[src/tcc_pkg.sv]
package tcc_pkg;
  localparam int ADDR_W = 8;
  localparam int DATA_W = 32;
  // register offsets
  localparam logic [7:0] OFS_ENABLE = 8'h00;
  localparam logic [7:0] OFS_RUN = 8'h04;
  localparam logic [7:0] OFS_CONTROL = 8'h08;
  localparam logic [7:0] OFS_STATUS = 8'h30;
  localparam logic [7:0] OFS_PRESCALE = 8'h34;
  // field positions
  localparam int BIT_MODULE_ENABLE = 7;
  localparam int BIT_PRESCALER_RUN = 2;
  localparam int BIT_COUNTER_RUN = 0;
  localparam int BIT_DOUBLE_BUFFER = 7;
  localparam int BIT_SYNC_START = 5;
  localparam int BIT_IDLE_OPERATE = 3;
  // reset values
  localparam logic RST_ENABLE = 1'b0;
  localparam logic [DATA_W-1:0] RST_RUN = 32'h0000_0000;
  localparam logic [DATA_W-1:0] RST_CONTROL = 32'h0000_0000;
  localparam int CNT_W = 16;
  localparam int PRE_W = 8;
  localparam logic [PRE_W-1:0] RST_PRESCALE = 8'h00;
endpackage : tcc_pkg

[src/tcc_channel.sv]
// The plain strobed port and the placing of the registers were left to the implementer.
`timescale 1ns/1ps
module tcc_channel #(
  parameter int CNT_WIDTH = tcc_pkg::CNT_W,
  parameter int PRE_WIDTH = tcc_pkg::PRE_W
) (
  input wire logic clk_sys,
  input wire logic nrst,
  input wire logic clk_en,
  input wire logic [tcc_pkg::ADDR_W-1:0] bus_addr,
  input wire logic [tcc_pkg::DATA_W-1:0] bus_wdata,
  input wire logic bus_wr,
  input wire logic bus_rd,
  output logic [tcc_pkg::DATA_W-1:0] bus_rdata,
  input wire logic master_run,
  input wire logic sys_idle,
  output logic [CNT_WIDTH-1:0] count_value,
  output logic prescale_tick,
  output logic counter_running,
  output logic double_buffer_enable,
  output logic module_enable
);
  import tcc_pkg::*;

  initial begin
    if (CNT_WIDTH != 16 || PRE_WIDTH < 1 || PRE_WIDTH > 16) begin
      $error("tcc_channel: unsupported width");
    end
  end

  ////////////////////////////////////////////////////////////////////////
  logic enable_reg;
  logic prescaler_run_reg;
  logic counter_run_reg;
  logic double_buffer_reg;
  logic sync_start_reg;
  logic idle_operate_reg;
  logic [PRE_WIDTH-1:0] prescale_div_reg;
  logic [PRE_WIDTH-1:0] prescale_cnt_reg;
  logic [CNT_WIDTH-1:0] count_reg;
  logic tick_reg;

  // gated clock enable for the run, control, prescale, prescaler and count registers; read data and outputs use clk_en
  logic chan_ce;
  logic wr_ok;
  logic run_gate;
  logic stall_idle;
  logic tick_now;
  assign chan_ce = clk_en && enable_reg;
  assign wr_ok = bus_wr && chan_ce;
  // sync mode: counting also waits for the group master run
  assign run_gate = counter_run_reg && (!sync_start_reg || master_run);
  assign stall_idle = sys_idle && !idle_operate_reg;
  assign tick_now = prescaler_run_reg && !stall_idle && (prescale_cnt_reg == prescale_div_reg);

  ////////////////////////////////////////////////////////////////////////
  always_ff @(posedge clk_sys or negedge nrst) begin
    if (!nrst) begin
      enable_reg <= RST_ENABLE;
    end else if (clk_en && bus_wr && bus_addr == OFS_ENABLE) begin
      enable_reg <= bus_wdata[BIT_MODULE_ENABLE];
    end
  end

  // held while disabled, so settings survive
  always_ff @(posedge clk_sys or negedge nrst) begin
    if (!nrst) begin
      prescaler_run_reg <= RST_RUN[BIT_PRESCALER_RUN];
      counter_run_reg <= RST_RUN[BIT_COUNTER_RUN];
    end else if (wr_ok && bus_addr == OFS_RUN) begin
      prescaler_run_reg <= bus_wdata[BIT_PRESCALER_RUN];
      counter_run_reg <= bus_wdata[BIT_COUNTER_RUN];
    end
  end

  always_ff @(posedge clk_sys or negedge nrst) begin
    if (!nrst) begin
      double_buffer_reg <= RST_CONTROL[BIT_DOUBLE_BUFFER];
      sync_start_reg <= RST_CONTROL[BIT_SYNC_START];
      idle_operate_reg <= RST_CONTROL[BIT_IDLE_OPERATE];
    end else if (wr_ok && bus_addr == OFS_CONTROL) begin
      double_buffer_reg <= bus_wdata[BIT_DOUBLE_BUFFER];
      sync_start_reg <= bus_wdata[BIT_SYNC_START];
      idle_operate_reg <= bus_wdata[BIT_IDLE_OPERATE];
    end
  end

  always_ff @(posedge clk_sys or negedge nrst) begin
    if (!nrst) begin
      prescale_div_reg <= RST_PRESCALE;
    end else if (wr_ok && bus_addr == OFS_PRESCALE) begin
      prescale_div_reg <= bus_wdata[PRE_WIDTH-1:0];
    end
  end

  ////////////////////////////////////////////////////////////////////////
  // prescaler: divides by prescale_div_reg+1
  always_ff @(posedge clk_sys or negedge nrst) begin
    if (!nrst) begin
      prescale_cnt_reg <= '0;
      tick_reg <= 1'b0;
    end else if (chan_ce) begin
      if (!prescaler_run_reg) begin
        prescale_cnt_reg <= '0;
        tick_reg <= 1'b0;
      end else if (stall_idle) begin
        tick_reg <= 1'b0;
      end else if (tick_now) begin
        prescale_cnt_reg <= '0;
        tick_reg <= 1'b1;
      end else begin
        prescale_cnt_reg <= prescale_cnt_reg + 1'b1;
        tick_reg <= 1'b0;
      end
    end
  end

  always_ff @(posedge clk_sys or negedge nrst) begin
    if (!nrst) begin
      count_reg <= '0;
    end else if (chan_ce) begin
      if (!counter_run_reg) begin
        count_reg <= '0;
      end else if (run_gate && tick_reg && !stall_idle) begin
        count_reg <= count_reg + 1'b1;
      end
    end
  end

  ////////////////////////////////////////////////////////////////////////
  // read data one cycle after the strobe; zero otherwise
  always_ff @(posedge clk_sys or negedge nrst) begin
    if (!nrst) begin
      bus_rdata <= '0;
    end else if (clk_en) begin
      bus_rdata <= '0;
      if (bus_rd) begin
        if (bus_addr == OFS_ENABLE) begin
          bus_rdata[BIT_MODULE_ENABLE] <= enable_reg;
        end else if (enable_reg) begin
          unique case (bus_addr)
            OFS_RUN: begin
              bus_rdata[BIT_PRESCALER_RUN] <= prescaler_run_reg;
              bus_rdata[BIT_COUNTER_RUN] <= counter_run_reg;
            end
            OFS_CONTROL: begin
              bus_rdata[BIT_DOUBLE_BUFFER] <= double_buffer_reg;
              bus_rdata[BIT_SYNC_START] <= sync_start_reg;
              bus_rdata[BIT_IDLE_OPERATE] <= idle_operate_reg;
            end
            OFS_STATUS: begin
              bus_rdata[CNT_WIDTH-1:0] <= count_reg;
              bus_rdata[CNT_WIDTH] <= run_gate;
            end
            OFS_PRESCALE: begin
              bus_rdata[PRE_WIDTH-1:0] <= prescale_div_reg;
            end
            default: begin
              bus_rdata <= '0;
            end
          endcase
        end
      end
    end
  end

  always_ff @(posedge clk_sys or negedge nrst) begin
    if (!nrst) begin
      count_value <= '0;
      prescale_tick <= 1'b0;
      counter_running <= 1'b0;
      double_buffer_enable <= 1'b0;
      module_enable <= 1'b0;
    end else if (clk_en) begin
      count_value <= count_reg;
      prescale_tick <= tick_reg;
      counter_running <= run_gate;
      double_buffer_enable <= double_buffer_reg;
      module_enable <= enable_reg;
    end
  end
endmodule : tcc_channel

[config.mk]
export PLATFORM = sky130hd
export DESIGN_NAME = tcc_channel
export DESIGN_NICKNAME = d
export VERILOG_FILES = /design/src/tcc_pkg.sv /design/src/tcc_channel.sv
export SDC_FILE = /design/constraint.sdc
export NUM_CORES = 1
export LEC_CHECK = 0
export BUFFER_PORTS_ARGS = -buffer_cell sky130_fd_sc_hd__buf_2
export CAP_MARGIN = 10
export CELL_PAD_IN_SITES_DETAIL_PLACEMENT = 1
export CELL_PAD_IN_SITES_GLOBAL_PLACEMENT = 1
export CORE_UTILIZATION = 35
export DETAILED_ROUTE_END_ITERATION = 10
export GPL_ROUTABILITY_DRIVEN = 0
export PLACE_DENSITY = 0.81
export SETUP_SLACK_MARGIN = 0.02
export SLEW_MARGIN = 20
export SYNTH_ARGS = -nofsm -noshare
export SYNTH_HDL_FRONTEND = slang
export SYNTH_SLANG_ARGS = --single-unit
[constraint.sdc]
create_clock -name clk_sys -period 1.96 [get_ports clk_sys]
set_clock_uncertainty 0.1 [all_clocks]
set_input_delay 0.098 -clock clk_sys [delete_from_list [all_inputs] [get_ports clk_sys]]
set_output_delay 0.098 -clock clk_sys [all_outputs]
set_load 0.005 [all_outputs]
==> results_dict.tcl, run 1 <==
set metrics [dict create \
    clockBufferDepth 2 \
    cts.sinks 76 \
    clockRootBuffer "clkbuf_8" \
    drt_iter0_drc 138 \
    worstPathArrival_ns 2.02 \
    rsz0062_at_grt "true" \
    synth-adder-area-share_pct 0.681 \
    die-width_um 104 \
    synth-compound-area-share_pct 8.85 \
    tritoncts "built" \
    peakVddDrop_v 0.000317 \
    setup-violations-final 0 \
    drive_gt1_share_pct 30.6 \
    path_max_fanout 6 \
    synthesis.area_um2 3680 \
    cp-end-kind "register" \
    min_period_ns 1.88 \
    syn_to_final_growth_pct 25.4 \
    clkPwrFrac_pct 44.3 \
    synthXorXnorAreaFrac_pct 4.05 \
    fin_nets 493 \
    seq_area_frac_synth_pct 51.7 \
    wl_um 9860 \
    p_sw_share_pct 22.1 \
    grt_overflow 0 \
    grt_pass1_vias 3176 \
    whs_ns 0.0453 \
    status "finished clean" \
    dieArea_um2 10900 \
    grt_max_degree 77 \
    p_leak_nw 2.28 \
    largest_reg_flops 17 \
    comb_power_share_pct 6.2 \
    synth_cells 350 \
    clk_latency_ns 0.36 \
    fin_setup_tns_ns 0 \
    vias_per_cell 5.10 \
    switchingPower_uw 722 \
    initial_core_util_pct 35.9 \
    synth_flop_cell "dfrtp_1" \
    portBuffers 59 \
    fillers 1166 \
    io_pins 99 \
    synth-simple-area-share_pct 14.5 \
    yosys-mux-area-fraction_pct 12.8 \
    async_flop_share_pct 100 \
    maxSlewViolCount 0 \
    grt_use_total_pct 19.2 \
    p_seq_share_pct 49.5 \
    cts_htree_levels 3 \
    drc_errors 0 \
    routedWlPerCell_um 16.9 \
    grt_pass1_wl_um 16500 \
    synth_cell_types 40 \
    dr.pass1.iters 4 \
    p_int_mw 2.55 \
    synth_warnings 0 \
    path_clk_slew_ns 0.08 \
    fin_crit_sh_pct 96.0 \
    maxClockFrequency_mhz 532 \
    cts_buffers 9 \
    crit_required_ns 2.10 \
    vias 2977 \
    antenna_found_initial 0 \
    ys_ff_latch 76 \
    core_um2 10200 \
    hpwl_um 6820 \
    synth_top_family_by_area "simple AND/OR/NAND/NOR gates" \
    synth_area_per_cell_um2 10.5 \
    detail-route-antenna-nets 0 \
    fp.dieH_um 104 \
    hold_viol 0 \
    diodes 0 \
    hold_path_class "in2reg" \
    row_count 37 \
    p_per_area_nw_per_um2 710 \
    start_kind "register" \
    crit_type "reg2reg" \
    drv_cap 0 \
    synth_edf_count 0 \
]
-- layout make-up --
type                    instances  area (um2)  share of cell area [%]
clock inverters                 4        97.6                    2.12
flip-flops and latches         76        1900                    41.3
inverters                      23        86.3                    1.87
clock buffers                  11         141                    3.07
well taps                     136         170                    3.69
repair buffers                 98         646                    14.0
multi-input cells             236        1570                    34.0
-- through the flow --
step / area [um2] / setup slack (ns) / power [mW] / util [%] / cells
after floorplan: 3730 / 0.109 / 1.74 / - / 364
after global placement: 4230 / 0.0670 / 1.82 / 41.3 / 555
after detailed placement: 4230 / -0.0256 / 1.83 / 41.3 / 555
after CTS: 4600 / 0.0731 / 3.30 / 44.9 / 583
after global routing: 4610 / 0.0110 / 3.39 / 45.0 / 584
final: 4610 / 0.0786 / 3.27 / 45.0 / 584
-- worst paths after layout --
| path | startpoint | endpoint | slack, ns | depth (start not counted) |
|---|---|---|---|---|
| max | idle_operate_reg | prescale_cnt_reg[1] | 0.08 | 5 |
| min reg2reg | count_value[12] | count_value[12] | 0.41 | 1 |
| min | bus_wr | enable_reg | 0.05 | 3 |
| max in group asynchronous | nrst | prescale_cnt_reg[0] | 1.23 | 3 |
| min in group asynchronous | nrst | bus_rdata[0] | 0.19 | 3 |
| max reg2reg | idle_operate_reg | prescale_cnt_reg[1] | 0.08 | 5 |
-- critical path, cell delays in order, from the launching register on --
cell      delay, ns
dfrtp_1        0.35
nand2b_1       0.15
nand2_1        0.10
or4_1          0.53
or2_4          0.28
a32o_1         0.26
-- cells in the final DEF (no fill, tap or decap), drive strengths merged, types with 10 or more instances in the layout --
cell type / netlist / final
nand3: 16 / 16
nor2: 22 / 22
o21ai: 25 / 25
mux2: 33 / 33
inv: 23 / 23
dlygate4sd3: 0 / 13
mux2i: 10 / 10
conb: 1 / 15
xor2: 13 / 13
nand2: 26 / 26
nand4: 11 / 11
a21oi: 12 / 12
clkbuf: 7 / 11
buf: 22 / 85
dfrtp: 76 / 76
-- cell usage after synthesis, types with 4 or more instances --
library cell	instances	area share, %
a32o_1	5	1.4
o21ai_0	25	3.4
mux2i_1	10	2.7
nand4_1	10	1.7
dfrtp_1	76	52
xnor2_1	4	0.95
clkbuf_1	5	0.51
o22ai_1	7	1.2
nand2_1	26	2.7
inv_1	23	2.3
nor2_1	21	2.1
mux2_2	33	10
a21oi_1	12	1.6
buf_4	15	3.1
buf_2	4	0.54
or3_1	6	1.0
xor2_1	13	3.1
nor3_1	6	0.82
nand3_1	16	2.2
-- cell families (layout without fill, tap and decap cells) --
family | Yosys count | after routing
adder cells (fa/ha/maj) | 2 | 2
XOR/XNOR | 17 | 17
AO/OA/AOI/OAI | 55 | 55
other | 1 | 15
flip-flops | 76 | 76
multiplexers | 43 | 43
AND/OR/NAND/NOR | 104 | 104
buffers and inverters | 52 | 136
-- power groups by stage --
stage	registers, mW	logic, mW	clock network (mW)
2_1_floorplan	1.64	0.0969	0
3_3_place_gp	1.65	0.172	0
3_5_place_dp	1.65	0.184	0
4_1_cts	1.62	0.205	1.47
5_1_grt	1.62	0.225	1.54
6_report	1.62	0.204	1.45
-- repair_timing --
item | CTS | global route
setup buffers | 0 | 1
pin swaps | 0 | 1
endpoints found under the setup margin | 5 | 4
hold buffers | 13 | 0
hold endpoints to repair | 95 | 0
gates resized for setup | 2 | 1
-- metal layers --
layer	vias up	track usage (%)	routed length, um	share of wire (%)
li1	1372	-	-	-
met1	1505	24.3	4350	44
met2	80	32.4	4890	50
met3	20	3.38	404	4.1
met4	0	8.06	218	2.2
met5	-	0	0	0
Power figures use the tool's default switching activity.
==> run 2: changes to the inputs <==
ABC_AREA = 1   (was not set)
CORE_UTILIZATION = 34   (was 35)
PLACE_DENSITY = 0.82   (was 0.81)
==> run 2 against run 1 <==
  * Via count rose by 19%
  * Non-clock buffer count is 16 lower
  * Final cell count rose by 25%
  * Area after synthesis is 6.1% higher
  * Maximum frequency grew 9.3%
  * Core utilization fell by 1.5 points
  * Critical path type unchanged
  * Total power grew 31%
  * Highest routed layer unchanged
  * Sequential share of layout area fell by 1.5 points
  * Combinational power rose to 2.6 times the previous value
  * Die area increased by 9.0%
  * Global-route usage rose by 0.95 points
  * Setup slack improved by 0.16 ns
==> results_dict.tcl, run 2 <==
set metrics [dict create \
    row_count 38 \
    clockRootBuffer "clkbuf_16" \
    hold_viol 0 \
    min_from "bus_rd" \
    io_pins 99 \
    p_per_area_nw_per_um2 898 \
    path_max_fanout 7 \
    crit_required_ns 2.06 \
    cpMaxStageDelayCell "dfrtp_1" \
    synth.most_common_cell "nand2_1" \
    drc_errors 0 \
    synthTopCellsByArea "dfrtp_1, nand2_1, inv_1" \
    fp.dieH_um 109 \
    cp-startpoint "prescaler_run_reg" \
    fin_setup_tns_ns 0 \
    whs_ns 0.0695 \
    synth_flop_cell "dfrtp_1" \
    crit_cells 7 \
    grt_pass1_wl_um 18100 \
    fin_nets 635 \
    portBuffers 59 \
    die-width_um 109 \
    drive_gt1_share_pct 16.1 \
    maxClockFrequency_mhz 581 \
    seq_area_frac_synth_pct 48.8 \
    cp-end-kind "register" \
    final_common_cell "nand2_1" \
    slowest_delay_ns 0.49 \
    clockBufferDepth 2 \
    hold_path_class "in2reg" \
    async_flop_share_pct 100 \
    peakVddDrop_v 0.000417 \
    critical_path.cell_chain "inv_1, a21oi_1, nand3_1, nor2_1, nand2_1, nand2_1, o21ai_0" \
    r2r-start "prescaler_run_reg" \
    post-cts-setup-buffer-count 0 \
    dieArea_um2 11900 \
    cts.sinks 76 \
    diodes 0 \
    drv_cap 0 \
    layout.cells.non_filler 731 \
    min_period_ns 1.72 \
    clk_latency_ns 0.34 \
    maxSlewViolCount 0 \
    worstPathArrival_ns 1.82 \
    vias 3529 \
    netlist.area_leader.share_pct 48.8 \
    rsz0062_at_grt "false" \
    setup-violations-final 0 \
    grt_use_met2_pct 38.3 \
    met3_usage_pct 5.62 \
    grt_overflow 0 \
    synth_area_per_cell_um2 7.67 \
    path_buf_inv 1 \
    grt_max_degree 77 \
    drt_iter0_drc 130 \
    final_cell_mix "nand2_1, dfrtp_1, buf_2" \
    hpwl_um 8130 \
    reg2reg_to "prescale_cnt_reg[6]" \
    routedWlPerCell_um 15.1 \
    synth_cells 508 \
    core_um2 11000 \
    r2r_setup_slack_ns 0.24 \
    wl_um 11000 \
    initial_core_util_pct 35.5 \
    grt_use_total_pct 20.2 \
    synth_commonest_cells "nand2_1, dfrtp_1, inv_1" \
    start_kind "register" \
    dr.pass1.iters 4 \
    use_met1_pct 21.6 \
    status "finished clean" \
    synth_warnings 0 \
    cts_buffers 9 \
    synth_edf_count 0 \
    syn_to_final_growth_pct 22.8 \
    synth_cell_types 32 \
    synthesis.area_um2 3900 \
    crit_top_cell "nand2_1" \
    vias_per_cell 4.83 \
    largest_reg_flops 17 \
    ys_ff_latch 76 \
    grt.busiest_layer "met2" \
    crit_type "reg2reg" \
    critical-path-top-delay-family "simple AND/OR/NAND/NOR gates" \
    path_clk_slew_ns 0.06 \
    cts_htree_levels 3 \
    fin_crit_sh_pct 87.8 \
    place_inst 704 \
    detail-route-antenna-nets 0 \
    reg2regPathDepth 7 \
    worstHoldPathCells 5 \
    tritoncts "built" \
    yosys.area.top_type "dfrtp_1" \
    antenna_found_initial 0 \
    cp-endpoint "prescale_cnt_reg[6]" \
    grt_pass1_vias 3692 \
    p_leak_nw 2.59 \
]
run 2: worst min path at each step:
stage / slack, ns / endpoint
6_report: 0.07 / bus_rdata[16]
3_5_place_dp: 0.07 / count_value[13]
4_1_cts: 0.07 / bus_rdata[16]
5_1_grt: 0.1 / bus_rdata[16]
3_3_place_gp: 0.07 / count_value[13]
2_1_floorplan: -0.30 / bus_rdata[0]
run 2: final cells by class:
cell class,instances,area (um2)
clock inverters,4,95.1
clock buffers,12,256
multi-input cells,367,1660
well taps,140,175
flip-flops and latches,76,1900
repair buffers,82,508
inverters,50,188
fillers,1384,6200
run 2: power by group:
part | internal, mW | switching (mW) | total, mW
clock | 1.31 | 0.637 | 1.95
sequential | 1.69 | 0.127 | 1.82
combinational | 0.189 | 0.345 | 0.534
run 2: cells by family (layout without fill, tap and decap cells):
group / count (synthesis) / count (layout) / share of synthesized area, %
flops: 76 / 76 / 48.8
fa+ha+maj: 2 / 2 / 0.642
xor+xnor: 11 / 11 / 2.47
compound gates: 50 / 50 / 6.74
buf+inv: 79 / 148 / 9.92
simple gates: 289 / 289 / 31.4
other cells: 1 / 15 / 0.0962
run 2: what timing repair did:
item | CTS | global route
resized for setup | 0 | 0
hold endpoints to repair | 91 | 0
hold buffers | 11 | 0
run 2: tightest hold or removal path, cell delays in order:
cell and delay, ns:
buf_2 0.10, nand2_1 0.05, inv_1 0.05, nand2_1 0.09
o31ai_1 0.08
run 2: per-stage QoR:
step	setup WS (ns)	power, mW	instance area [um2]	utilization, %
after CTS	0.249	4.35	4790	43.6
after global placement	0.419	2.32	4330	39.4
final	0.239	4.30	4790	43.6
after global routing	0.0901	4.51	4790	43.6
after floorplan	0.406	2.13	3950	-
after detailed placement	0.319	2.36	4330	39.4
run 2: routing by layer:
metal | routed length (um) | part of all wire (%)
met3 | 409 | 3.7
met4 | 168 | 1.5
met1 | 4520 | 41
met5 | 0 | 0
met2 | 5930 | 54
==> run 3: changes to the inputs <==
--- a/config.mk
+++ b/config.mk
@@ -10,8 +10,6 @@
 export CAP_MARGIN = 10
-export CELL_PAD_IN_SITES_DETAIL_PLACEMENT = 1
-export CELL_PAD_IN_SITES_GLOBAL_PLACEMENT = 1
-export CORE_UTILIZATION = 34
+export CORE_UTILIZATION = 35
 export DETAILED_ROUTE_END_ITERATION = 10
 export GPL_ROUTABILITY_DRIVEN = 0
-export PLACE_DENSITY = 0.82
+export PLACE_DENSITY = 0.66
 export SETUP_SLACK_MARGIN = 0.02
==> constraint.sdc (replaced) <==
create_clock -name clk_sys -period 1.96 [get_ports clk_sys]
set_clock_uncertainty 0.1 [all_clocks]
set_input_delay 0.196 -clock clk_sys [delete_from_list [all_inputs] [get_ports clk_sys]]
set_output_delay 0.196 -clock clk_sys [all_outputs]
set_load 0.005 [all_outputs]
==> run 3 against run 2 <==
  * The run now ends with design-rule violations left
  * Die area fell by 2.8%
  * Largest power group is now sequential cells
  * Sequential share of layout area rose by 1.8 points
  * Sequential power barely moved
==> results_dict.tcl, run 3 (synthesis results as in run 2) <==
set metrics [dict create \
    path_max_fanout 7 \
    drive_gt1_share_pct 15.8 \
    setup-violations-final 0 \
    wl_um 9050 \
    use_met1_pct 21.8 \
    diodes 0 \
    total_power_mw 3.64 \
    violations "design-rule violations" \
    cts_resized 0 \
    routedWlPerCell_um 12.5 \
    drc_errors 1 \
    min_period_ns 1.61 \
    cpMaxStageDelayCell "dfrtp_1" \
    start_kind "register" \
    status "finished, violations left" \
    io_pins 99 \
    hold_buffers 5 \
    grt_pass1_vias 3206 \
    antenna_found_initial 0 \
    min_from "bus_wdata[5]" \
    r2r-start "prescaler_run_reg" \
    fin_crit_sh_pct 82.3 \
    row_count 38 \
    clk_latency_ns 0.36 \
    drv_cap 0 \
    final_cell_mix "nand2_1, dfrtp_1, buf_2" \
    worstPathArrival_ns 1.75 \
    clockBufferDepth 2 \
    crit_required_ns 2.10 \
    crit_type "reg2reg" \
    maxClockFrequency_mhz 620 \
    fin_setup_tns_ns 0 \
    tritoncts "built" \
    hold_path_class "in2reg" \
    peakVddDrop_v 0.000338 \
    largest_reg_flops 17 \
    drt_iter0_drc 131 \
    whs_endpoint "prescale_div_reg[5]" \
    vias_per_cell 4.75 \
    syn_to_final_growth_pct 17.6 \
    grt_use_total_pct 17.2 \
    critical-path-top-delay-family "simple AND/OR/NAND/NOR gates" \
    rsz0062_at_grt "false" \
    cts.sinks 76 \
    cp-end-kind "register" \
    final_common_cell "nand2_1" \
    maxSlewViolCount 0 \
    tightest_slew_ns 0.648 \
    portBuffers 59 \
    path_buf_inv 1 \
    fillers 1152 \
    dr.pass1.iters 8 \
    vias 3422 \
    p_leak_nw 2.48 \
    maxSlewHeadroom_pct 56.8 \
    hpwl_um 6860 \
    grt_pass1_wl_um 15300 \
    fp.dieH_um 108 \
    grt_max_degree 45 \
    cts_htree_levels 3 \
    reg2regPathDepth 7 \
    post-cts-setup-buffer-count 0 \
    dieArea_um2 11600 \
    r2r_setup_slack_ns 0.35 \
    grt.busiest_layer "met2" \
    grt_use_met2_pct 28.7 \
    initial_core_util_pct 36.0 \
    worstHoldPathCells 3 \
    fin_nets 625 \
    die-width_um 108 \
    crit_top_cell "nand2_1" \
    path_clk_slew_ns 0.08 \
    cts_buffers 9 \
    grt_overflow 0 \
    detail-route-antenna-nets 0 \
    core_um2 10800 \
    reg2reg_to "prescale_cnt_reg[7]" \
    met3_usage_pct 3.39 \
    slowest_delay_ns 0.49 \
    clockRootBuffer "clkbuf_8" \
    critical_path.cell_chain "inv_1, a21oi_1, nand3_1, nor2_1, nand2_1, nand2_1, o21ai_0" \
    p_per_area_nw_per_um2 795 \
    hold_viol 0 \
]
run 3: tightest hold or removal path, delay by kind of cell:
| kind | cells | cell delay, ns |
|---|---|---|
| AOI/OAI and AO/OA | 1 | 0.07 |
| buffers and inverters | 2 | 0.16 |
run 3: metrics by stage:
| stage | cell area, um2 | hold slack [ns] | worst slack (ns) | util (%) | std cells |
|---|---|---|---|---|---|
| 2_1_floorplan | 3950 | -0.200 | 0.406 | - | 522 |
| 3_3_place_gp | 4310 | 0.156 | 0.387 | 39.7 | 700 |
| 3_5_place_dp | 4310 | 0.155 | 0.365 | 39.7 | 700 |
| 4_1_cts | 4580 | 0.00405 | 0.351 | 42.3 | 721 |
| 5_1_grt | 4580 | 0.0245 | 0.184 | 42.3 | 721 |
| 6_report | 4580 | 0.0124 | 0.346 | 42.3 | 721 |
run 3: worst max path at each step:
stage | from | to | depth (start not counted)
finish | prescaler_run_reg | prescale_cnt_reg[7] | 7
detailed placement | count_reg[0] | count_reg[4] | 5
global placement | enable_reg | count_reg[7] | 7
global route | prescaler_run_reg | prescale_cnt_reg[7] | 7
CTS | count_reg[0] | count_reg[4] | 5
floorplan | count_reg[0] | count_reg[4] | 6
run 3: layout make-up:
type                       instances  area [um2]  area share [%]
sequential                        76        1900            41.5
multi-input combinational        367        1660            36.3
timing repair buffer              72         430            9.39
inverter                          50         188            4.10
tap                              140         175            3.82
clock buffer                       9         124            2.70
clock inverter                     7         101            2.21
run 3: layer usage:
| layer | vias up | wire (um) |
|---|---|---|
| met5 | - | 0 |
| li1 | 1711 | - |
| met1 | 1597 | 4030 |
| met2 | 102 | 4410 |
| met3 | 12 | 473 |
| met4 | 0 | 134 |
run 3: power by group:
| part | switching (mW) | internal (mW) | leakage, nW |
|---|---|---|---|
| registers | 0.115 | 1.69 | 0.992 |
| clock network | 0.615 | 0.722 | 0.106 |
| logic | 0.324 | 0.177 | 1.38 |
